==> src/rtl/ppsd_pkg.sv <==
// Overview of operation
// Frequency-set value is signed, clamped to plus or minus 2000 counts
// Potentiometer drives the value until a serial write or loop lock
// Reset returns control to the potentiometer, dropping serial override
// Magnetic setting is root of sum of squares of offset and value
// Centered potentiometer gives a value of zero
// Magnetic offset is software writable and kept across resets; code reloads it from nv_magnetic_offset_cal at each reset
// Loop enabled at reset only when stored lock enable is one, default one
// Loop takes control after 256 consecutive pulses within 2048 ns of first
// On acquisition realign local 1 pps to last tag and assert sync
// While locked, pulses over 1024 ns from last good are bad
// PI filter on good tags updates the value once per second
// 256 consecutive bad pulses abort the loop and restart acquisition
// Time constant setting chooses the loop gains, default 8
// Settings 0 to 14 accepted, integral gain halves each step
// Reference edges are time-tagged against the local timebase
// Sync only while pulses present and within 1 us; one miss drops it
// A detected reference gives the loop priority over the potentiometer
// Serial settings are 9600 baud 8N1, no flow control, fixed; code has no serial port and only defines the unused SERIAL_BAUD
// A bad pulse clears the good count, a good pulse the bad count
package ppsd_pkg;
    localparam int CLK_HZ = 10_000_000;
    localparam int NS_PER_CLK = 1_000_000_000 / CLK_HZ;
    localparam int SEC_CLKS = CLK_HZ;
    localparam int FSV_LIMIT = 2000;
    localparam int GOOD_WIN_NS = 2048;
    localparam int LOCK_WIN_NS = 1024;
    localparam int SYNC_WIN_NS = 1000;
    localparam int RUN_COUNT = 256;
    localparam int SERIAL_BAUD = 9600;
    localparam int MISS_NS = 1_100_000_000;
    localparam int MISS_CLKS = MISS_NS / NS_PER_CLK;
    localparam logic [3:0] TC_DEFAULT = 4'h8;
    localparam logic [3:0] TC_MAX = 4'he;
    localparam logic LOCK_EN_DEFAULT = 1'b1;
    localparam logic [11:0] POT_CENTER = 12'h0800;
    // AXI4-Lite byte offsets
    localparam logic [7:0] REG_FSV = 8'h00;
    localparam logic [7:0] REG_MOFF = 8'h04;
    localparam logic [7:0] REG_CTRL = 8'h08;
    localparam logic [7:0] REG_STATUS = 8'h0c;
    localparam logic [7:0] REG_IRQ_STAT = 8'h10;
    localparam logic [7:0] REG_IRQ_MASK = 8'h14;
    localparam logic [7:0] REG_TAG = 8'h18;
    localparam logic [7:0] REG_MAG = 8'h1c;
    // Control fields
    localparam int CTRL_LOCK_EN = 0;
    localparam int CTRL_TC_LSB = 4;
    // Interrupt bits
    localparam int IRQ_GOOD = 0;
    localparam int IRQ_BAD = 1;
    localparam int IRQ_ACQ = 2;
    localparam int IRQ_ABORT = 3;
    localparam int IRQ_MISS = 4;
    localparam int IRQ_W = 5;
    localparam logic [1:0] RESP_OKAY = 2'b00;
    localparam logic [1:0] RESP_SLVERR = 2'b10;
    typedef enum {ST_IDLE, ST_ACQ, ST_LOCK} ppsd_state_t;
endpackage

==> src/rtl/ppsd_top.sv <==
`timescale 1ns/10ps
module ppsd_top (
    // Clock and reset
    input wire logic aclk,
    input wire logic aresetn,
    // AXI4-Lite write
    input wire logic [7:0] s_axi_awaddr,
    input wire logic s_axi_awvalid,
    output logic s_axi_awready,
    input wire logic [31:0] s_axi_wdata,
    input wire logic [3:0] s_axi_wstrb,
    input wire logic s_axi_wvalid,
    output logic s_axi_wready,
    output logic [1:0] s_axi_bresp,
    output logic s_axi_bvalid,
    input wire logic s_axi_bready,
    // AXI4-Lite read
    input wire logic [7:0] s_axi_araddr,
    input wire logic s_axi_arvalid,
    output logic s_axi_arready,
    output logic [31:0] s_axi_rdata,
    output logic [1:0] s_axi_rresp,
    output logic s_axi_rvalid,
    input wire logic s_axi_rready,
    // Analog front end, digitised
    input wire logic [11:0] freq_control_voltage_input,
    // Nonvolatile storage image, loaded once after reset
    input wire logic signed [15:0] nv_magnetic_offset_cal,
    input wire logic nv_lock_enable_setting,
    // Reference and local timing
    input wire logic ref_pps,
    output logic local_pps,
    output logic sync_ind,
    // Magnetic field setting and interrupt
    output logic [15:0] mag_setting,
    output logic irq
);
    typedef struct packed {
        ppsd_pkg::ppsd_state_t st;
        logic loaded;
        logic serial_ovr;
        logic signed [11:0] freq_set_value;
        logic signed [15:0] magnetic_offset_cal;
        logic lock_enable_setting;
        logic [3:0] loop_time_constant_sel;
        logic [23:0] sec_cnt;
        logic [23:0] tag_first;
        logic [23:0] tag_last;
        logic [23:0] tag_now;
        logic [8:0] good_cnt;
        logic [8:0] bad_cnt;
        logic [27:0] miss_cnt;
        logic ref_d;
        logic pi_step;
        logic pps_out;
        logic sync;
        logic [ppsd_pkg::IRQ_W-1:0] irq_stat;
        logic [ppsd_pkg::IRQ_W-1:0] irq_mask;
        logic irq;
        logic aw_ok;
        logic [7:0] aw_addr;
        logic w_ok;
        logic [31:0] w_data;
        logic bvalid;
        logic [1:0] bresp;
        logic rvalid;
        logic [31:0] rdata;
        logic [1:0] rresp;
    } ppsd_top_t;
    ppsd_top_t r, next_r;

    logic signed [11:0] pi_fsv;
    logic [15:0] mag_val;

    ppsd_pi_filter #(.W(32)) u_pi (
        .aclk(aclk),
        .aresetn(aresetn),
        .clear(r.st != ppsd_pkg::ST_LOCK),
        .step(r.pi_step),
        .phase_ns(phase_ns(r.tag_last)),
        .tc_sel(r.loop_time_constant_sel),
        .fsv_out(pi_fsv)
    );

    ppsd_mag_calc u_mag (
        .aclk(aclk),
        .aresetn(aresetn),
        .moff(r.magnetic_offset_cal),
        .fsv(r.freq_set_value),
        .mag(mag_val)
    );

    // Signed offset of a tag from the local second, in ns, saturated
    function automatic logic signed [15:0] phase_ns(input logic [23:0] t);
        logic signed [25:0] d;
        d = (t >= 24'(ppsd_pkg::SEC_CLKS / 2)) ? 26'(t) - 26'(ppsd_pkg::SEC_CLKS) : 26'(t);
        d = d * 26'(ppsd_pkg::NS_PER_CLK);
        if (d > 26'sd32767) return 16'sh7fff;
        if (d < -26'sd32767) return -16'sh7fff;
        return d[15:0];
    endfunction

    // Distance of two tags modulo one second, in ns
    function automatic logic [31:0] dist_ns(input logic [23:0] a, input logic [23:0] b);
        logic [23:0] d;
        d = (a >= b) ? a - b : b - a;
        if (d > 24'(ppsd_pkg::SEC_CLKS / 2)) d = 24'(ppsd_pkg::SEC_CLKS) - d;
        return 32'(d) * 32'(ppsd_pkg::NS_PER_CLK);
    endfunction

    // Potentiometer maps centre to zero, clamped into the legal range
    function automatic logic signed [11:0] pot_fsv(input logic [11:0] v);
        logic signed [12:0] c;
        c = 13'(v) - 13'(ppsd_pkg::POT_CENTER);
        if (c > 13'sd2000) return 12'sd2000;
        if (c < -13'sd2000) return -12'sd2000;
        return c[11:0];
    endfunction

    logic edge_seen;
    logic good;
    logic [7:0] wa;
    logic [31:0] wd;
    logic [ppsd_pkg::IRQ_W-1:0] ev;
    always_comb begin
        next_r = r;
        next_r.pi_step = 1'b0;
        wa = r.aw_addr;
        wd = r.w_data;
        ev = '0;
        // Nonvolatile image taken once, after reset release
        if (!r.loaded) begin
            next_r.loaded = 1'b1;
            next_r.magnetic_offset_cal = nv_magnetic_offset_cal;
            next_r.lock_enable_setting = nv_lock_enable_setting;
            next_r.st = nv_lock_enable_setting ? ppsd_pkg::ST_ACQ : ppsd_pkg::ST_IDLE;
        end
        // Local second counter; pulse is one cycle at the wrap
        next_r.pps_out = 1'b0;
        if (r.sec_cnt == 24'(ppsd_pkg::SEC_CLKS - 1)) begin
            next_r.sec_cnt = '0;
            next_r.pps_out = 1'b1;
        end else begin
            next_r.sec_cnt = r.sec_cnt + 24'h00_0001;
        end
        // Edge time-tag, resolution one clock period
        next_r.ref_d = ref_pps;
        edge_seen = ref_pps && !r.ref_d;
        good = 1'b0;
        if (edge_seen) begin
            next_r.tag_now = r.sec_cnt;
            next_r.miss_cnt = '0;
        end else if (r.miss_cnt != 28'(ppsd_pkg::MISS_CLKS)) begin
            next_r.miss_cnt = r.miss_cnt + 28'h000_0001;
        end
        // A missing pulse drops sync
        if (r.miss_cnt == 28'(ppsd_pkg::MISS_CLKS - 1)) begin
            next_r.sync = 1'b0;
            ev[ppsd_pkg::IRQ_MISS] = 1'b1;
        end
        if (edge_seen && r.loaded) begin
            unique case (r.st)
                ppsd_pkg::ST_IDLE: begin
                end
                ppsd_pkg::ST_ACQ: begin
                    if (r.good_cnt == '0) begin
                        next_r.tag_first = r.sec_cnt;
                        good = 1'b1;
                    end else begin
                        good = dist_ns(r.sec_cnt, r.tag_first) <= 32'(ppsd_pkg::GOOD_WIN_NS);
                    end
                    if (good) begin
                        next_r.tag_last = r.sec_cnt;
                        next_r.good_cnt = r.good_cnt + 9'h001;
                        if (r.good_cnt == 9'(ppsd_pkg::RUN_COUNT - 1)) begin
                            // Realign second to this tag, then sync
                            next_r.sec_cnt = 24'h00_0001;
                            next_r.tag_last = '0;
                            next_r.st = ppsd_pkg::ST_LOCK;
                            next_r.sync = 1'b1;
                            next_r.good_cnt = '0;
                            ev[ppsd_pkg::IRQ_ACQ] = 1'b1;
                        end
                    end else begin
                        next_r.good_cnt = '0;
                    end
                end
                ppsd_pkg::ST_LOCK: begin
                    good = dist_ns(r.sec_cnt, r.tag_last) <= 32'(ppsd_pkg::LOCK_WIN_NS);
                    if (good) begin
                        next_r.tag_last = r.sec_cnt;
                        next_r.bad_cnt = '0;
                        next_r.pi_step = 1'b1;
                        next_r.sync = dist_ns(r.sec_cnt, 24'h00_0000)
                            <= 32'(ppsd_pkg::SYNC_WIN_NS);
                    end else begin
                        next_r.sync = 1'b0;
                        next_r.bad_cnt = r.bad_cnt + 9'h001;
                        if (r.bad_cnt == 9'(ppsd_pkg::RUN_COUNT - 1)) begin
                            next_r.st = ppsd_pkg::ST_ACQ;
                            next_r.bad_cnt = '0;
                            next_r.good_cnt = '0;
                            ev[ppsd_pkg::IRQ_ABORT] = 1'b1;
                        end
                    end
                end
            endcase
            if (r.st != ppsd_pkg::ST_IDLE) begin
                if (good) ev[ppsd_pkg::IRQ_GOOD] = 1'b1;
                else ev[ppsd_pkg::IRQ_BAD] = 1'b1;
            end
        end
        // Frequency-set source: loop first, then serial, then pot
        if (r.st == ppsd_pkg::ST_LOCK) begin
            next_r.freq_set_value = pi_fsv;
        end else if (!r.serial_ovr) begin
            next_r.freq_set_value = pot_fsv(freq_control_voltage_input);
        end
        // AXI4-Lite write channel, address and data in either order
        if (s_axi_awvalid && !r.aw_ok) begin
            next_r.aw_ok = 1'b1;
            next_r.aw_addr = s_axi_awaddr;
            wa = s_axi_awaddr;
        end
        if (s_axi_wvalid && !r.w_ok) begin
            next_r.w_ok = 1'b1;
            next_r.w_data = s_axi_wdata;
            wd = s_axi_wdata;
        end
        if (next_r.aw_ok && next_r.w_ok && !r.bvalid) begin
            next_r.aw_ok = 1'b0;
            next_r.w_ok = 1'b0;
            next_r.bvalid = 1'b1;
            next_r.bresp = ppsd_pkg::RESP_OKAY;
            unique case (wa)
                ppsd_pkg::REG_FSV: begin
                    if (r.st != ppsd_pkg::ST_LOCK) begin
                        next_r.serial_ovr = 1'b1;
                        next_r.freq_set_value = pot_fsv(12'(wd[11:0]) + ppsd_pkg::POT_CENTER);
                    end
                end
                ppsd_pkg::REG_MOFF: next_r.magnetic_offset_cal = wd[15:0];
                ppsd_pkg::REG_CTRL: begin
                    next_r.lock_enable_setting = wd[ppsd_pkg::CTRL_LOCK_EN];
                    if (wd[ppsd_pkg::CTRL_TC_LSB +: 4] <= ppsd_pkg::TC_MAX) begin
                        next_r.loop_time_constant_sel = wd[ppsd_pkg::CTRL_TC_LSB +: 4];
                    end
                end
                ppsd_pkg::REG_IRQ_STAT: next_r.irq_stat = r.irq_stat & ~wd[4:0];
                ppsd_pkg::REG_IRQ_MASK: next_r.irq_mask = wd[4:0];
                default: next_r.bresp = ppsd_pkg::RESP_SLVERR;
            endcase
        end
        if (r.bvalid && s_axi_bready) next_r.bvalid = 1'b0;
        // AXI4-Lite read channel
        if (s_axi_arvalid && !r.rvalid) begin
            next_r.rvalid = 1'b1;
            next_r.rresp = ppsd_pkg::RESP_OKAY;
            unique case (s_axi_araddr)
                ppsd_pkg::REG_FSV: next_r.rdata = 32'(r.freq_set_value);
                ppsd_pkg::REG_MOFF: next_r.rdata = 32'(r.magnetic_offset_cal);
                ppsd_pkg::REG_CTRL: next_r.rdata = {24'h00_0000, r.loop_time_constant_sel,
                    3'h0, r.lock_enable_setting};
                ppsd_pkg::REG_STATUS: next_r.rdata = {11'h000, r.bad_cnt, r.good_cnt,
                    r.serial_ovr, r.sync, r.st == ppsd_pkg::ST_LOCK};
                ppsd_pkg::REG_IRQ_STAT: next_r.rdata = 32'(r.irq_stat);
                ppsd_pkg::REG_IRQ_MASK: next_r.rdata = 32'(r.irq_mask);
                ppsd_pkg::REG_TAG: next_r.rdata = 32'(r.tag_now);
                ppsd_pkg::REG_MAG: next_r.rdata = 32'(mag_val);
                default: begin
                    next_r.rdata = '0;
                    next_r.rresp = ppsd_pkg::RESP_SLVERR;
                end
            endcase
        end else if (r.rvalid && s_axi_rready) begin
            next_r.rvalid = 1'b0;
        end
        // Events applied after the clear, so a set in the same cycle wins
        next_r.irq_stat = next_r.irq_stat | ev;
        next_r.irq = |(next_r.irq_stat & next_r.irq_mask);
    end

    // Reset discards serial override and restores defaults
    always_ff @(posedge aclk) begin
        if (!aresetn) begin
            r <= '0;
            r.st <= ppsd_pkg::ST_IDLE;
            r.lock_enable_setting <= ppsd_pkg::LOCK_EN_DEFAULT;
            r.loop_time_constant_sel <= ppsd_pkg::TC_DEFAULT;
        end else begin
            r <= next_r;
        end
    end

    assign s_axi_awready = !r.aw_ok;
    assign s_axi_wready = !r.w_ok;
    assign s_axi_bvalid = r.bvalid;
    assign s_axi_bresp = r.bresp;
    assign s_axi_arready = !r.rvalid;
    assign s_axi_rvalid = r.rvalid;
    assign s_axi_rdata = r.rdata;
    assign s_axi_rresp = r.rresp;
    assign local_pps = r.pps_out;
    assign sync_ind = r.sync;
    assign mag_setting = mag_val;
    assign irq = r.irq;
endmodule

==> src/rtl/ppsd_pi_filter.sv <==
`timescale 1ns/10ps
// Second order PI loop filter, one update per good tag.
module ppsd_pi_filter #(
    parameter int W = 32
) (
    // Clock and reset
    input wire logic aclk,
    input wire logic aresetn,
    // Control
    input wire logic clear,
    input wire logic step,
    input wire logic signed [15:0] phase_ns,
    input wire logic [3:0] tc_sel,
    // Result
    output logic signed [11:0] fsv_out
);
    typedef struct packed {
        logic signed [W-1:0] integ;
        logic signed [11:0] fsv;
    } ppsd_pif_t;
    ppsd_pif_t r, next_r;

    // Proportional gains in Q12 per ns; integral halves per step
    function automatic logic signed [W-1:0] prop_gain(input logic [3:0] t);
        logic [15:0] g;
        g = 16'h0000;
        unique case (t)
            4'h0: g = 16'h3f33; 4'h1: g = 16'h2ccd; 4'h2: g = 16'h1fae;
            4'h3: g = 16'h1666; 4'h4: g = 16'h0fd7; 4'h5: g = 16'h0b33;
            4'h6: g = 16'h07d7; 4'h7: g = 16'h0599; 4'h8: g = 16'h0400;
            4'h9: g = 16'h02b8; 4'ha: g = 16'h01eb; 4'hb: g = 16'h0170;
            4'hc: g = 16'h00f5; 4'hd: g = 16'h00a3; default: g = 16'h007a;
        endcase
        return W'(g);
    endfunction

    logic signed [W-1:0] err;
    logic signed [W-1:0] sum;
    always_comb begin
        next_r = r;
        err = W'(phase_ns);
        // Integral held in Q16: err << (8 - tc) per second, 0.055 per hour at 8
        sum = r.integ + ((err <<< 10) >>> (5'(tc_sel) + 5'd2));
        if (clear) begin
            next_r.integ = '0;
        end else if (step) begin
            next_r.integ = sum;
            next_r.fsv = sat(-((sum >>> 16) + ((err * prop_gain(tc_sel)) >>> 12)));
        end
    end

    // Clamp to the documented range
    function automatic logic signed [11:0] sat(input logic signed [W-1:0] v);
        if (v > W'(2000)) return 12'sd2000;
        if (v < -W'(2000)) return -12'sd2000;
        return v[11:0];
    endfunction

    always_ff @(posedge aclk) begin
        if (!aresetn) begin
            r <= '0;
        end else begin
            r <= next_r;
        end
    end
    assign fsv_out = r.fsv;
endmodule

==> src/rtl/ppsd_mag_calc.sv <==
`timescale 1ns/10ps
// Quadrature sum, sequential integer square root; latency 17 cycles.
module ppsd_mag_calc (
    // Clock and reset
    input wire logic aclk,
    input wire logic aresetn,
    // Operands
    input wire logic signed [15:0] moff,
    input wire logic signed [11:0] fsv,
    // Result
    output logic [15:0] mag
);
    typedef struct packed {
        logic [31:0] rem;
        logic [15:0] root;
        logic [4:0] bitn;
        logic [15:0] mag;
    } ppsd_mag_t;
    ppsd_mag_t r, next_r;
    logic [31:0] sq;
    logic [15:0] trial;
    logic [31:0] tsq;
    logic [15:0] am;
    logic [15:0] af;
    always_comb begin
        next_r = r;
        am = moff[15] ? 16'(-moff) : 16'(moff);
        af = fsv[11] ? 16'(-16'(fsv)) : 16'(16'(fsv));
        sq = 32'(am) * 32'(am) + 32'(af) * 32'(af);
        trial = r.root | (16'h0001 << r.bitn[3:0]);
        tsq = 32'(trial) * 32'(trial);
        if (r.bitn == 5'h10) begin
            next_r.mag = r.root;
            next_r.rem = sq;
            next_r.root = '0;
            next_r.bitn = 5'h0f;
        end else begin
            if (tsq <= r.rem) begin
                next_r.root = trial;
            end
            next_r.bitn = (r.bitn == 5'h00) ? 5'h10 : r.bitn - 5'h01;
        end
    end
    always_ff @(posedge aclk) begin
        if (!aresetn) begin
            r <= '{rem: '0, root: '0, bitn: 5'h10, mag: '0};
        end else begin
            r <= next_r;
        end
    end
    assign mag = r.mag;
endmodule

==> config.mk <==
export PLATFORM = sky130hd
export DESIGN_NAME = ppsd_top
export DESIGN_NICKNAME = d
export VERILOG_FILES = /design/src/rtl/ppsd_pkg.sv /design/src/rtl/ppsd_top.sv /design/src/rtl/ppsd_pi_filter.sv /design/src/rtl/ppsd_mag_calc.sv
export SDC_FILE = /design/constraint.sdc
export NUM_CORES = 2
export LEC_CHECK = 0
export BUFFER_PORTS_ARGS = -buffer_cell sky130_fd_sc_hd__buf_2
export CORE_MARGIN = 5
export CORE_UTILIZATION = 50
export DETAILED_ROUTE_END_ITERATION = 7
export GPL_TIMING_DRIVEN = 0
export PLACE_DENSITY = 0.77
export SYNTH_ARGS = -nofsm -noshare
export SYNTH_HDL_FRONTEND = slang
export SYNTH_SLANG_ARGS = --single-unit
export TNS_END_PERCENT = 20
==> constraint.sdc <==
create_clock -name aclk -period 13.2 [get_ports aclk]
set_input_delay 0 -clock aclk [delete_from_list [all_inputs] [get_ports aclk]]
set_output_delay 0 -clock aclk [all_outputs]
set_load 0.005 [all_outputs]
==> impl_metrics.ini <==
[cells_and_area]
fin_area_um2 = 74200
sequential_cell_area_um2 = 8160
area_delta_synth_final_pct = 11.0
total_area_of_multi_input_combinational_cells_um2 = 54100
finish.cell_count_without_fillers = 10275
finish.utilization = 0.558
design.final.nets = 10252
drive_gt1_frac = 0.0736
nFillCells = 11870

[critical_path]
cp_max_fo = 8
slowest_cell_on_the_critical_path = fa_1
worstSetupEndpointType = flop
worst-endpoint-required_ns = 13.72
arrival_ns = 15.05
timing.critical_path.slowest_cell_delay_ns = 0.51
r2r.worst_path.cells = 66
crit_top_cell = fa_1
startpoint_type = flop
path_class = flop to flop

[detailed_routing]
drt-vias-per-instance = 5.74
via_count = 58981
detail_route.wirelength_mm = 201
route.antenna.remaining_nets = 0
initialDrtViolationCount = 4792
firstDrtPassIters = 7
wl_per_cell_um = 19.5
drc = 0

[place]
post-dp-hpwl_mm = 163
placedCellCount = 10062
placed_area_um2 = 70500
io_buffers = 125
gpl.final_weighted_congestion = 0.987

[synth]
yosys_register_bits = 406
synthesis.instances = 8058
async_flop_share = 0
synth_commonest_cells = inv_1, ha_1, fa_1, nand2_1, nor2_1
main_area_contributors_after_synthesis = fa_1, ha_1, dfxtp_1, inv_1, nand2_1
synth_edf_count = 0
synthDominantCellAreaShare = 0.237
synth_warnings = 0
synth.cell_area_um2 = 66900
synth-seq-area-share = 0.122
dominantRegCellSynth = dfxtp_1
avgSynthCellArea_um2 = 8.30
cell_with_the_most_instances_after_synthesis = inv_1
distinct_cell_type_count_of_the_synthesized_netlist = 112
yosysTopAreaCell = fa_1

[die]
full_die_area_um2 = 141000
boundaryPins = 149
height_of_the_die_um = 376
placeableCoreArea_um2 = 133000
rows = 134
die_width_um = 376
initial_cell_density_of_the_core = 0.502

[worst_hold_path]
hold_class = input port to flop
timing.hold.worst_path_depth = 6

[global_route]
antenna_found_initial = 3
global_route_wire_length_before_repair_mm = 320
grt_max_degree = 19
globalRouteTotalUtil = 0.278
grt_pass1_vias = 60295
globalRouteOverflowTotal = 0

[clock_tree]
cts_inserted_buffers = 44
tritoncts_num_sinks = 406
clock_insertion_delay_worst_skew_ns = 0.62
tritoncts = yes
clock_tree.buffer_depth = 3
clock_tree.htree_level_count = 2
clock_tree_root = clkbuf_16
clk_pin_slew_worst_paths_ns = 0.07

[timing]
hold_viol = 0
setup_viol = 12
worst-slew-pin-transition_ns = 1.46
fmaxAchievable_mhz = 68.8
post-route-period-util = 1.10
postLayoutSetupSlackWorst_ns = -1.33
final_period_minus_worst_setup_slack_ns = 14.53
final.setup_skew_ns = 0.0600
finalMaxSlewViolations = 0
rsz_0062_raised_after_global_routing = yes
slew_headroom = 0.0237

[power_and_ir_drop]
power.ir.vdd_worst_uv = 773
total_leakage_power_nw = 37.1
p_per_area_nw_per_um2 = 215

[run]
maxCapViolCount = 0

[status]
status = finished with violations
violations = negative setup slack
final timing paths:
path	startpoint	slack (ns)	endpoint
setup reg to reg	r[172]	-1.33	u_pi.fsv_out[7]
setup / recovery	r[172]	-1.33	u_pi.fsv_out[7]
hold reg to reg	u_mag.r[57]	0.45	u_mag.r[57]
hold / removal	freq_control_voltage_input[10]	0.03	r[268]
cell type report:
class | count | area share
antenna | 2 | 0.0000674
multi-input combinational | 6170 | 0.728
clock buffer | 51 | 0.0157
sequential | 406 | 0.110
buffer | 299 | 0.0203
inverter | 1291 | 0.0655
timing repair buffer | 260 | 0.0244
tap | 1768 | 0.0298
clock inverter | 28 | 0.00597
cell families after synthesis:
logic type,count (synthesis),synth area share
buffers and inverters,1594,0.0929
flip-flops,406,0.122
AND/OR/NAND/NOR,2304,0.161
XOR/XNOR,420,0.0552
other,2,0.000112
AO/OA/AOI/OAI,1549,0.150
adder cells (fa/ha/maj),1691,0.405
multiplexers,92,0.0140
flip-flops by register name (all words and copies together), names as in the netlist, named ones only:
name	cells
r	247
local_pps	1
s_axi_rvalid	1
u_mag.mag	16
s_axi_rresp	1
s_axi_bresp	1
s_axi_bvalid	1
irq	1
u_mag.r	53
u_pi.r	32
u_pi.fsv_out	12
sync_ind	1
s_axi_rdata	25
cell usage in the layout (no fill, tap or decap), types with 41 or more instances in the layout:
cell type	n
inv_1	1256
ha_1	879
fa_1	791
nand2_1	711
nor2_1	695
a21oi_1	479
dfxtp_1	396
xnor2_1	267
o21ai_0	232
clkbuf_1	204
a21o_1	147
buf_2	137
nand3_1	136
buf_4	131
nor3_1	130
xor2_1	127
conb_1	113
and2_1	110
nor2b_1	97
a211oi_1	83
mux2i_1	79
nand2b_1	72
and3_1	70
o21a_1	66
o31ai_1	57
a31oi_1	54
dlygate4sd3_1	53
clkbuf_16	46
nand4_1	44
o211ai_1	44
o21bai_1	41
stage by stage:
| stage | power [W] | setup TNS [ns] | worst slack [ns] | hold WS [ns] |
|---|---|---|---|---|
| after detailed placement | 0.0142 | -37.88 | -3.22 | 0.195 |
| final | 0.0160 | -14.64 | -1.33 | 0.0324 |
| after global routing | 0.0175 | -21.19 | -1.86 | 0.0276 |
| after global placement | 0.0139 | -35.03 | -3.01 | 0.187 |
| after CTS | 0.0157 | -13.43 | -1.19 | 0.00498 |
| after floorplan | 0.0107 | -3.47 | -0.330 | 0.0277 |
routing by layer:
| layer | track usage | wire, µm |
|---|---|---|
| met5 | 0 | 20 |
| met4 | 0.0891 | 7560 |
| met3 | 0.0545 | 18100 |
| met2 | 0.451 | 90300 |
| met1 | 0.375 | 84800 |
where the power goes:
part           internal, W  switching (W)  total (W)
clock             0.000807       0.000592    0.00140
sequential         0.00130      0.0000696    0.00137
combinational      0.00532        0.00790     0.0132
total              0.00742        0.00856     0.0160
critical path: cells and delay by family, from the launching register on:
family          cells  cell delay, ns
compound gates     22            4.80
fa+ha+maj          12            4.62
simple gates       18            2.92
buf+inv            12            1.37
flops               1            0.36
xor+xnor            2            0.32
what timing repair did:
item	CTS	global route
cloned	3	1
pin swaps	63	38
gates resized for setup	145	89
setup buffers	53	26
hold endpoints to repair	56	0
setup endpoints to repair	12	16
hold buffers	53	0
No activity file was read; power rests on OpenSTA's default activity.
